File: src/include/dpsc_defines.vh
`ifndef DPSC_DEFINES_VH
`define DPSC_DEFINES_VH

// ****************************************
// operating states
// ****************************************
`define DPSC_ST_FREE_RUN 2'h0
`define DPSC_ST_ACQUIRE  2'h1
`define DPSC_ST_LOCKED   2'h2
`define DPSC_ST_HOLDOVER 2'h3

// ****************************************
// word widths
// ****************************************
`define DPSC_NUM_W   40
`define DPSC_STEP_W  38

// ****************************************
// timing
// ****************************************
`define DPSC_CLK_PERIOD_NS 40
`define DPSC_TRIG_MIN_PULSE_NS 100
`define DPSC_ACQ_WIDE_CYCLES 16'h0400
`define DPSC_ANALOG_STEP_DEFAULT 40'h0000010000

// ****************************************
// reset values
// ****************************************
`define DPSC_NUM_RESET 40'h0000000000

`endif

File: src/logic/dpsc_edge_sync.v
`timescale 1ns/1ps

// two-flop synchroniser with rising edge pulse; edge taken between stages two and three
module dpsc_edge_sync
(
	input  wire core_clk,
	input  wire rst_b,
	input  wire pin_in,
	output wire level_out,
	output wire rise_pulse
);
	reg meta_q;
	reg sync_q;
	reg last_q;

	// ****************************************
	// synchroniser
	// ****************************************
	// first stage read only by the second stage
	always @(posedge core_clk or negedge rst_b)
	begin
		if (!rst_b)
		begin
			meta_q <= 1'b0;
			sync_q <= 1'b0;
			last_q <= 1'b0;
		end
		else
		begin
			meta_q <= pin_in;
			sync_q <= meta_q;
			last_q <= sync_q;
		end
	end

	assign level_out  = sync_q;
	assign rise_pulse = sync_q & ~last_q;
endmodule

File: src/logic/dpsc_analog_loop_feeder.v
`timescale 1ns/1ps
`include "dpsc_defines.vh"

// feeds a signed offset into the analog numerator in bounded steps
module dpsc_analog_feeder
(
	input  wire        core_clk,
	input  wire        rst_b,
	input  wire        load_pulse,
	input  wire [39:0] target_word,
	input  wire [39:0] step_size,
	output reg  [39:0] applied_q,
	output reg         done_q
);
	reg  [39:0] remain_q;
	wire        neg;
	wire [39:0] mag;
	wire [39:0] take;

	assign neg  = remain_q[39];
	assign mag  = neg ? (~remain_q + 40'h0000000001) : remain_q;
	assign take = (mag > step_size) ? step_size : mag;

	// ****************************************
	// stepping
	// ****************************************
	// a new load drops whatever was still pending
	always @(posedge core_clk or negedge rst_b)
	begin
		if (!rst_b)
		begin
			remain_q  <= `DPSC_NUM_RESET;
			applied_q <= `DPSC_NUM_RESET;
			done_q    <= 1'b1;
		end
		else if (load_pulse)
		begin
			remain_q <= target_word;
			done_q   <= 1'b0;
		end
		else if (remain_q != 40'h0000000000)
		begin
			if (neg)
			begin
				applied_q <= applied_q - take;
				remain_q  <= remain_q + take;
			end
			else
			begin
				applied_q <= applied_q + take;
				remain_q  <= remain_q - take;
			end
		end
		else
		begin
			done_q <= 1'b1; // fully fed
		end
	end
endmodule

File: src/logic/dpsc_core.v
`timescale 1ns/1ps
`include "dpsc_defines.vh"

// What this block does
// - after configuration, free-run with analog loop on crystal once crystal is valid
// - reference lost with history enabled but not valid goes to free-run, not holdover
// - any valid reference leaves free-run or holdover into lock acquisition
// - wide bandwidth during acquisition, normal bandwidth once acquired
// - frequency and phase lock loss flags appear on status outputs
// - frequency lock gained in locked state with history enabled starts history accumulation
// - reference lost with no valid input enters holdover from lock unless history is enabled but not valid, or from acquisition only with valid history
// - history disabled: holdover uses signed free-run word on digital numerator
// - history enabled uses history if valid, else the free-run word
// - entering holdover sets phase lock lost flag
// - frequency lock lost flag frozen during holdover
// - valid input during holdover leaves holdover and relocks without glitch
// - steering hits digital numerator when locked, analog numerator in free-run and holdover
// - each relative step adds or subtracts the 38-bit step word
// - update bit write steps once: 0 raises, 1 lowers frequency
// - trigger pin rising edge steps once; direction pin 0 up, 1 down
// - clearing steer enable drops offset and restores programmed numerator
// - step word 0 to 2^38-1; denominator 0 means 2^40
// - history enable 1: relative analog steps; 0: direct analog word, readable
// - free-run word is signed two's complement 40-bit
// - new free-run write drops remaining analog steps
// - completion flag once free-run word fully fed in
module dpsc_core
(
	input  wire        core_clk,
	input  wire        rst_b,
	input  wire        loop_soft_reset,
	input  wire        crystal_oscillator_input_valid,
	input  wire        ref_valid_pin,
	input  wire        freq_lock_det,
	input  wire        phase_lock_det,
	input  wire        acquire_done,
	input  wire        history_enable,
	input  wire        history_valid,
	input  wire [39:0] history_word,
	input  wire [39:0] holdover_tuning_word,
	input  wire        holdover_word_wr,
	input  wire [39:0] analog_step_size,
	input  wire [39:0] loop_feedback_numerator,
	input  wire        fb_num_wr,
	input  wire [39:0] loop_denominator,
	input  wire [39:0] analog_numerator_base,
	input  wire        steer_enable,
	input  wire [37:0] steer_step_word,
	input  wire        steer_update_wr,
	input  wire        steer_update_bit,
	input  wire        pin_control_sel,
	input  wire        steer_trigger_pin,
	input  wire        steer_direction_pin,
	output reg  [1:0]  loop_state_q,
	output reg         analog_on_crystal_q,
	output reg         wide_bandwidth_q,
	output reg         freq_lock_lost_flag,
	output reg         phase_lock_lost_flag,
	output reg         history_accumulate_q,
	output reg  [39:0] effective_digital_numerator,
	output reg  [40:0] effective_denominator,
	output reg  [39:0] effective_analog_numerator,
	output wire        analog_feed_done,
	output reg         holdover_from_history_q
);
	// ****************************************
	// declarations
	// ****************************************
	reg  [1:0]  state_d;
	reg  [39:0] steer_offset_q;
	reg  [39:0] fb_prog_q;
	reg  [39:0] holdover_word_q;
	reg         hist_valid_q;
	reg         ref_seen_q;
	wire        ref_valid;
	wire        trig_rise;
	wire        dir_level;
	wire        step_req;
	wire        step_down;
	wire [39:0] fed_offset;

	// sign-aware add of a 38-bit step to a 40-bit word
	function [39:0] apply_step;
		input [39:0] base;
		input [37:0] step;
		input        down;
		begin
			if (down)
				apply_step = base - {2'b00, step};
			else
				apply_step = base + {2'b00, step};
		end
	endfunction

	// ****************************************
	// pin synchronisers
	// ****************************************
	dpsc_edge_sync u_ref_sync
	(
		.core_clk   (core_clk),
		.rst_b      (rst_b),
		.pin_in     (ref_valid_pin),
		.level_out  (ref_valid),
		.rise_pulse ()
	);

	// trigger relies on the external pulse lasting over 100 ns
	dpsc_edge_sync u_trig_sync
	(
		.core_clk   (core_clk),
		.rst_b      (rst_b),
		.pin_in     (steer_trigger_pin),
		.level_out  (),
		.rise_pulse (trig_rise)
	);

	dpsc_edge_sync u_dir_sync
	(
		.core_clk   (core_clk),
		.rst_b      (rst_b),
		.pin_in     (steer_direction_pin),
		.level_out  (dir_level),
		.rise_pulse ()
	);

	// ****************************************
	// state machine
	// ****************************************
	// next state from reference and lock status
	always @*
	begin
		state_d = loop_state_q;
		case (loop_state_q)
			`DPSC_ST_FREE_RUN:
			begin
				if (ref_valid)
					state_d = `DPSC_ST_ACQUIRE;
			end
			`DPSC_ST_ACQUIRE:
			begin
				if (!ref_valid)
					state_d = hist_valid_q ? `DPSC_ST_HOLDOVER : `DPSC_ST_FREE_RUN;
				else if (acquire_done)
					state_d = `DPSC_ST_LOCKED;
			end
			`DPSC_ST_LOCKED:
			begin
				if (!ref_valid)
					// history enabled but not valid means free-run, else holdover once ref_seen_q is set
					state_d = (history_enable && hist_valid_q) || !history_enable ?
						(ref_seen_q ? `DPSC_ST_HOLDOVER : `DPSC_ST_FREE_RUN) :
						`DPSC_ST_FREE_RUN;
			end
			`DPSC_ST_HOLDOVER:
			begin
				if (ref_valid)
					state_d = `DPSC_ST_ACQUIRE; // hitless relock
			end
			default:
			begin
				state_d = `DPSC_ST_FREE_RUN;
			end
		endcase
	end

	// state register; soft reset also lands in free-run
	always @(posedge core_clk or negedge rst_b)
	begin
		if (!rst_b)
			loop_state_q <= `DPSC_ST_FREE_RUN;
		else if (loop_soft_reset)
			loop_state_q <= `DPSC_ST_FREE_RUN;
		else
			loop_state_q <= state_d;
	end

	// ****************************************
	// status and bandwidth
	// ****************************************
	// analog loop follows crystal only in free-run, wide loop only while acquiring
	always @(posedge core_clk or negedge rst_b)
	begin
		if (!rst_b)
		begin
			analog_on_crystal_q     <= 1'b0;
			wide_bandwidth_q        <= 1'b0;
			ref_seen_q              <= 1'b0;
			holdover_from_history_q <= 1'b0;
		end
		else
		begin
			analog_on_crystal_q <= crystal_oscillator_input_valid &&
				(state_d == `DPSC_ST_FREE_RUN);
			wide_bandwidth_q <= (state_d == `DPSC_ST_ACQUIRE);
			if (loop_state_q == `DPSC_ST_LOCKED)
				ref_seen_q <= 1'b1;
			else if (loop_state_q == `DPSC_ST_FREE_RUN)
				ref_seen_q <= 1'b0;
			// holdover source: history if valid, free-run word otherwise
			if (state_d == `DPSC_ST_HOLDOVER && loop_state_q != `DPSC_ST_HOLDOVER)
				holdover_from_history_q <= history_enable && hist_valid_q;
		end
	end

	// lock flags; phase loss forced on holdover entry, freq loss frozen
	always @(posedge core_clk or negedge rst_b)
	begin
		if (!rst_b)
		begin
			freq_lock_lost_flag  <= 1'b1;
			phase_lock_lost_flag <= 1'b1;
		end
		else
		begin
			if (state_d == `DPSC_ST_HOLDOVER)
				phase_lock_lost_flag <= 1'b1;
			else
				phase_lock_lost_flag <= ~phase_lock_det;
			if (loop_state_q != `DPSC_ST_HOLDOVER || ref_valid)
				freq_lock_lost_flag <= ~freq_lock_det;
		end
	end

	// history accumulates once locked, frequency lock held and enabled
	always @(posedge core_clk or negedge rst_b)
	begin
		if (!rst_b)
		begin
			history_accumulate_q <= 1'b0;
			hist_valid_q         <= 1'b0;
		end
		else
		begin
			history_accumulate_q <= history_enable && !freq_lock_lost_flag &&
				(loop_state_q == `DPSC_ST_LOCKED);
			hist_valid_q <= history_enable && history_valid;
		end
	end

	// ****************************************
	// digital loop steering
	// ****************************************
	assign step_req  = pin_control_sel ? trig_rise : steer_update_wr;
	assign step_down = pin_control_sel ? dir_level : steer_update_bit;

	// offset accumulates while enabled and locked, cleared when disabled
	always @(posedge core_clk or negedge rst_b)
	begin
		if (!rst_b)
		begin
			steer_offset_q <= `DPSC_NUM_RESET;
			fb_prog_q      <= `DPSC_NUM_RESET;
		end
		else
		begin
			if (fb_num_wr)
				fb_prog_q <= loop_feedback_numerator; // absolute write
			if (!steer_enable)
				steer_offset_q <= `DPSC_NUM_RESET;
			else if (fb_num_wr)
				steer_offset_q <= `DPSC_NUM_RESET;
			else if (step_req && loop_state_q == `DPSC_ST_LOCKED)
				steer_offset_q <= apply_step(steer_offset_q, steer_step_word, step_down);
		end
	end

	// ****************************************
	// numerators
	// ****************************************
	// free-run word captured as signed value
	always @(posedge core_clk or negedge rst_b)
	begin
		if (!rst_b)
			holdover_word_q <= `DPSC_NUM_RESET;
		else if (holdover_word_wr)
			holdover_word_q <= holdover_tuning_word;
	end

	dpsc_analog_feeder u_feeder
	(
		.core_clk    (core_clk),
		.rst_b       (rst_b),
		.load_pulse  (holdover_word_wr && history_enable),
		.target_word (holdover_tuning_word),
		.step_size   (analog_step_size),
		.applied_q   (fed_offset),
		.done_q      (analog_feed_done)
	);

	// effective values; holdover picks history or free-run word
	always @(posedge core_clk or negedge rst_b)
	begin
		if (!rst_b)
		begin
			effective_digital_numerator <= `DPSC_NUM_RESET;
			effective_analog_numerator  <= `DPSC_NUM_RESET;
			effective_denominator       <= 41'h00000000000;
		end
		else
		begin
			// zero denominator stands for 2^40
			effective_denominator <= (loop_denominator == 40'h0000000000) ?
				41'h10000000000 : {1'b0, loop_denominator};
			if (loop_state_q == `DPSC_ST_HOLDOVER)
				effective_digital_numerator <= holdover_from_history_q ?
					history_word : fb_prog_q + holdover_word_q;
			else
				effective_digital_numerator <= fb_prog_q + steer_offset_q;
			// analog numerator steered in free-run and holdover, relative or direct
			if (loop_state_q == `DPSC_ST_LOCKED || loop_state_q == `DPSC_ST_ACQUIRE)
				effective_analog_numerator <= analog_numerator_base;
			else if (history_enable)
				effective_analog_numerator <= analog_numerator_base + fed_offset;
			else
				effective_analog_numerator <= analog_numerator_base + holdover_word_q;
		end
	end
endmodule

File: config.mk
export PLATFORM = sky130hd
export DESIGN_NAME = dpsc_core
export DESIGN_NICKNAME = d
export VERILOG_FILES = /design/src/logic/dpsc_edge_sync.v /design/src/logic/dpsc_analog_loop_feeder.v /design/src/logic/dpsc_core.v
export VERILOG_INCLUDE_DIRS = /design/src /design/src/include
export SDC_FILE = /design/constraint.sdc
export NUM_CORES = 1
export LEC_CHECK = 0
export ABC_AREA = 0
export BUFFER_PORTS_ARGS = -buffer_cell sky130_fd_sc_hd__buf_2
export CORE_ASPECT_RATIO = 1.5
export CORE_MARGIN = 2
export CORE_UTILIZATION = 30
export DETAILED_ROUTE_END_ITERATION = 12
export HOLD_SLACK_MARGIN = 0.02
export PLACE_DENSITY = 0.5
export SYNTH_ARGS = -nofsm -noshare
export SYNTH_HDL_FRONTEND = slang
export SYNTH_SLANG_ARGS = --single-unit
File: constraint.sdc
create_clock -name core_clk -period 23.5 [get_ports core_clk]
set_clock_uncertainty 0.2 [all_clocks]
set_input_delay 4.7 -clock core_clk [delete_from_list [all_inputs] [get_ports core_clk]]
set_output_delay 4.7 -clock core_clk [all_outputs]
set_load 0.005 [all_outputs]
==> summary.txt <==
Critical path
  • Critical path class: in -> reg
  • CP max FO: 75
  • WP data required: 23740 ps
  • Setup crit start kind: input port
  • Critical Path Sink Type: register
  • Worst path arrival time: 11810 ps

GRT
  • GRT Resource Usage Total: 19.8%
  • Vias in the first global route: around 26000
  • Largest net degree at the start of global routing: 102
  • Global-route wire length before repair: 153000 µm
  • Initial antenna violation count: 15
  • Grt ovf: 0

Clock tree
  • Clock buffer depth: 3
  • CTS-repair resized insts: 0
  • CTS tree: built
  • Clk sinks: 339
  • CTS clk-pin slew, worst paths: 70 ps
  • CTS root buffer: clkbuf_16
  • Depth of the CTS H-tree: 2
  • Setup bufs post-CTS: 0
  • Hold Buf Count CTS: 0
  • CTS buffer count: 42
  • Clk_lat worst skew: 580 ps

Final layout
  • NumNets Final: 4350
  • Layout cell share with drive strength beyond 1: between 10% and 20%
  • Post-route insts no fill: 5073
  • Synth-to-layout area growth: 16.4%
  • Finished Cell Area: 33900 µm²

Floorplan
  • Ports: 426
  • Die width: 258 µm
  • Core Region: 96700 µm²
  • Core Rows: 140
  • Initial core utilization: 30.1%
  • Die area: 99700 µm²
  • Die height: 386 µm

Timing
  • FMAX: 86.4 MHz
  • Fin. max-slew vios: 0
  • Worst slew pin tran: roughly 950 ps
  • TNS Setup: 0 ps
  • Crit path time final: 11570 ps
  • Unrepaired setup endpoints after global routing: false
  • Max-slew headroom: 36.5%
  • Final period utilization: roughly half
  • Setup violators final: 0
  • Fin. Hold Viols: 0

Routing
  • DR WL/cell: 19.8 µm
  • DRC: 0
  • DR vias/cell: 5.10
  • Pre-antenna DRT Iters: 5
  • Via count: ~26000
  • Final wirelength: 100000 µm
  • Iteration-0 DRC Markers: 1196
  • Antenna viol nets, final: 0

Synth
  • Synth top area share: 28.8%
  • Synth unique cells: 90
  • Commonest cells post-synth: nand2_1 (357), dfrtp_1 (336), ha_1 (287), o21ai_0 (282), a21oi_1 (269)
  • Yosys warns: 0
  • Net Count, Synth: 4008
  • Post-Syn Area: a little under 30000 µm²
  • Ys flop type: dfrtp_1
  • Mean Syn Cell Area: approximately 8.5 µm²
  • Post-synth EDFFs: 0
  • Sequential share of the synthesized area: just under 30%
  • Area leader, netlist: dfrtp_1
  • Post-Synthesis Cells: between 3000 and 4000
  • Largest cells by area after synthesis: dfrtp_1 (29%), ha_1 (12%), xnor2_1 (5.4%)
  • #FFs+latches synth: roughly 340
  • Count leader, synth: nand2_1
  • Asr flop ratio synth: 100%

Pwr
  • Pwr per Cell Area: 168 nW/µm²
  • Combinational share of power: between 70 and 80%
  • Leakage power: 0.0159 µW
  • Clock power share: 12.2%
  • NetSw: 2760 µW
  • Sequential share of power: around 16%
  • Peak supply drop: 0.0776 mV
  • Sw frac: around 50%
  • Design internal power: 2920 µW

Place
  • Final Wtd Congestion: roughly 0.9
  • DP HPWL: ~82000 µm
  • DP Area: between 30000 and 40000 µm²
  • Inst Count DP: 4995
  • Port Buffers: approximately 430

Hold path
  • Hold WC Path Type: reg -> reg

Run status
  • Outcome: finished, final reports clean

Job
  • Number of max-cap violations: 0
[metrics by stage]
| stage | hold slack, ps | setup WS, ps | total power, µW | util (%) |
|---|---|---|---|---|
| detailed placement | 136 | 11300 | 5000 | 33.6 |
| CTS | 151 | 11930 | 5720 | 35.1 |
| global route | 163 | 11230 | 6310 | 35.1 |
| finish | 148 | 11930 | 5690 | 35.1 |
| floorplan | 131 | 11600 | 4040 | - |
| global placement | 133 | 11320 | 4980 | 33.6 |
[critical path, cell delays in order]
cell      delay (ps)
buf_2            100
inv_1             50
ha_1             300
nand4_1          160
nor4_1           430
nand4_1          170
or3_1            440
o31ai_4           70
buf_4            350
buf_4            700
mux2i_1          260
or3_1            480
nor2_1           130
nor2_1            50
xnor2_1          260
ha_1             340
a21o_1           210
nor2_1            70
o21ai_0           80
a211oi_1         350
o41ai_1          200
or3b_1           440
a311o_1          410
and4_1           250
o31ai_1          360
o21ai_0          180
xnor2_1          170
o21ai_1           70
[power by group through the flow]
stage,combinational [µW],clock [µW],sequential [µW]
global route,4620,737,952
global placement,4040,0,940
finish,4060,695,930
CTS,4080,719,930
detailed placement,4060,0,937
floorplan,3170,0,872
[layout by cell type (no fill, tap or decap), drive strengths merged, types with 27 or more instances in the layout]
cell type,instances
buf,454
nand2,357
dfrtp,336
o21ai,300
ha,287
a21oi,269
nor2,185
xnor2,181
inv,168
a21o,143
xor2,134
mux2,129
nor3,61
clkbuf,57
nand3,52
nand2b,50
o21a,46
mux2i,43
a31oi,41
o31ai,41
nor2b,40
nand4,36
or3,33
nor4,28
o21bai,27
[flip-flops by register name, indices dropped and copies added (netlist names), 2 cells and up]
name and flops:
loop_state_q 2, fb_prog_q 40, effective_denominator 41, u_feeder.remain_q 40
effective_digital_numerator 40, holdover_word_q 40, effective_analog_numerator 40, steer_offset_q 40
u_feeder.applied_q 40
[layer usage]
layer  wire (µm)  track usage [%]
met4        3110             6.64
met5          24                0
met2       50400             35.7
met1       42900             24.2
met3        3810             2.30
[cell families (layout without fill, tap and decap cells)]
| group | Yosys count | after routing | synth area share, % |
|---|---|---|---|
| buf+inv | 323 | 695 | 4.26 |
| fa+ha+maj | 293 | 293 | 12.7 |
| mux | 172 | 172 | 6.46 |
| flops | 339 | 339 | 29.1 |
| compound gates | 1027 | 1027 | 22.2 |
| xor+xnor | 315 | 315 | 9.47 |
| other cells | 0 | 4 | 0 |
| simple gates | 950 | 950 | 15.7 |
[final timing paths]
path | startpoint | depth (start not counted) | slack (ps) | to
max reg2reg | u_feeder.remain_q[1]$_DFFE_PN0P_ | 34 | 13510 | u_feeder.remain_q[39]$_DFFE_PN0P_
max in group asynchronous | rst_b | 4 | 16110 | u_feeder.remain_q[39]$_DFFE_PN0P_
min | u_ref_sync.meta_q$_DFF_PN0_ | 0 | 150 | u_ref_sync.level_out$_DFF_PN0_
min in group asynchronous | rst_b | 1 | 3920 | effective_analog_numerator[6]$_DFF_PN0_
min reg2reg | u_ref_sync.meta_q$_DFF_PN0_ | 0 | 150 | u_ref_sync.level_out$_DFF_PN0_
max | analog_step_size[22] | 28 | 11930 | u_feeder.remain_q[39]$_DFFE_PN0P_
[layout make-up]
class / count / area, µm²
Multi-Input combinational cell: 2757 / 19400
Clock buffer: 57 / 1180
Antenna cell: 4 / 10.0
Timing Repair Buffer: 454 / 2350
Fill cell: 10251 / 62800
Inverter: 167 / 627
Clock inverter: 17 / 231
Tap cell: 1278 / 1600
Sequential cell: 339 / 8490
Power figures use the tool's default switching activity.
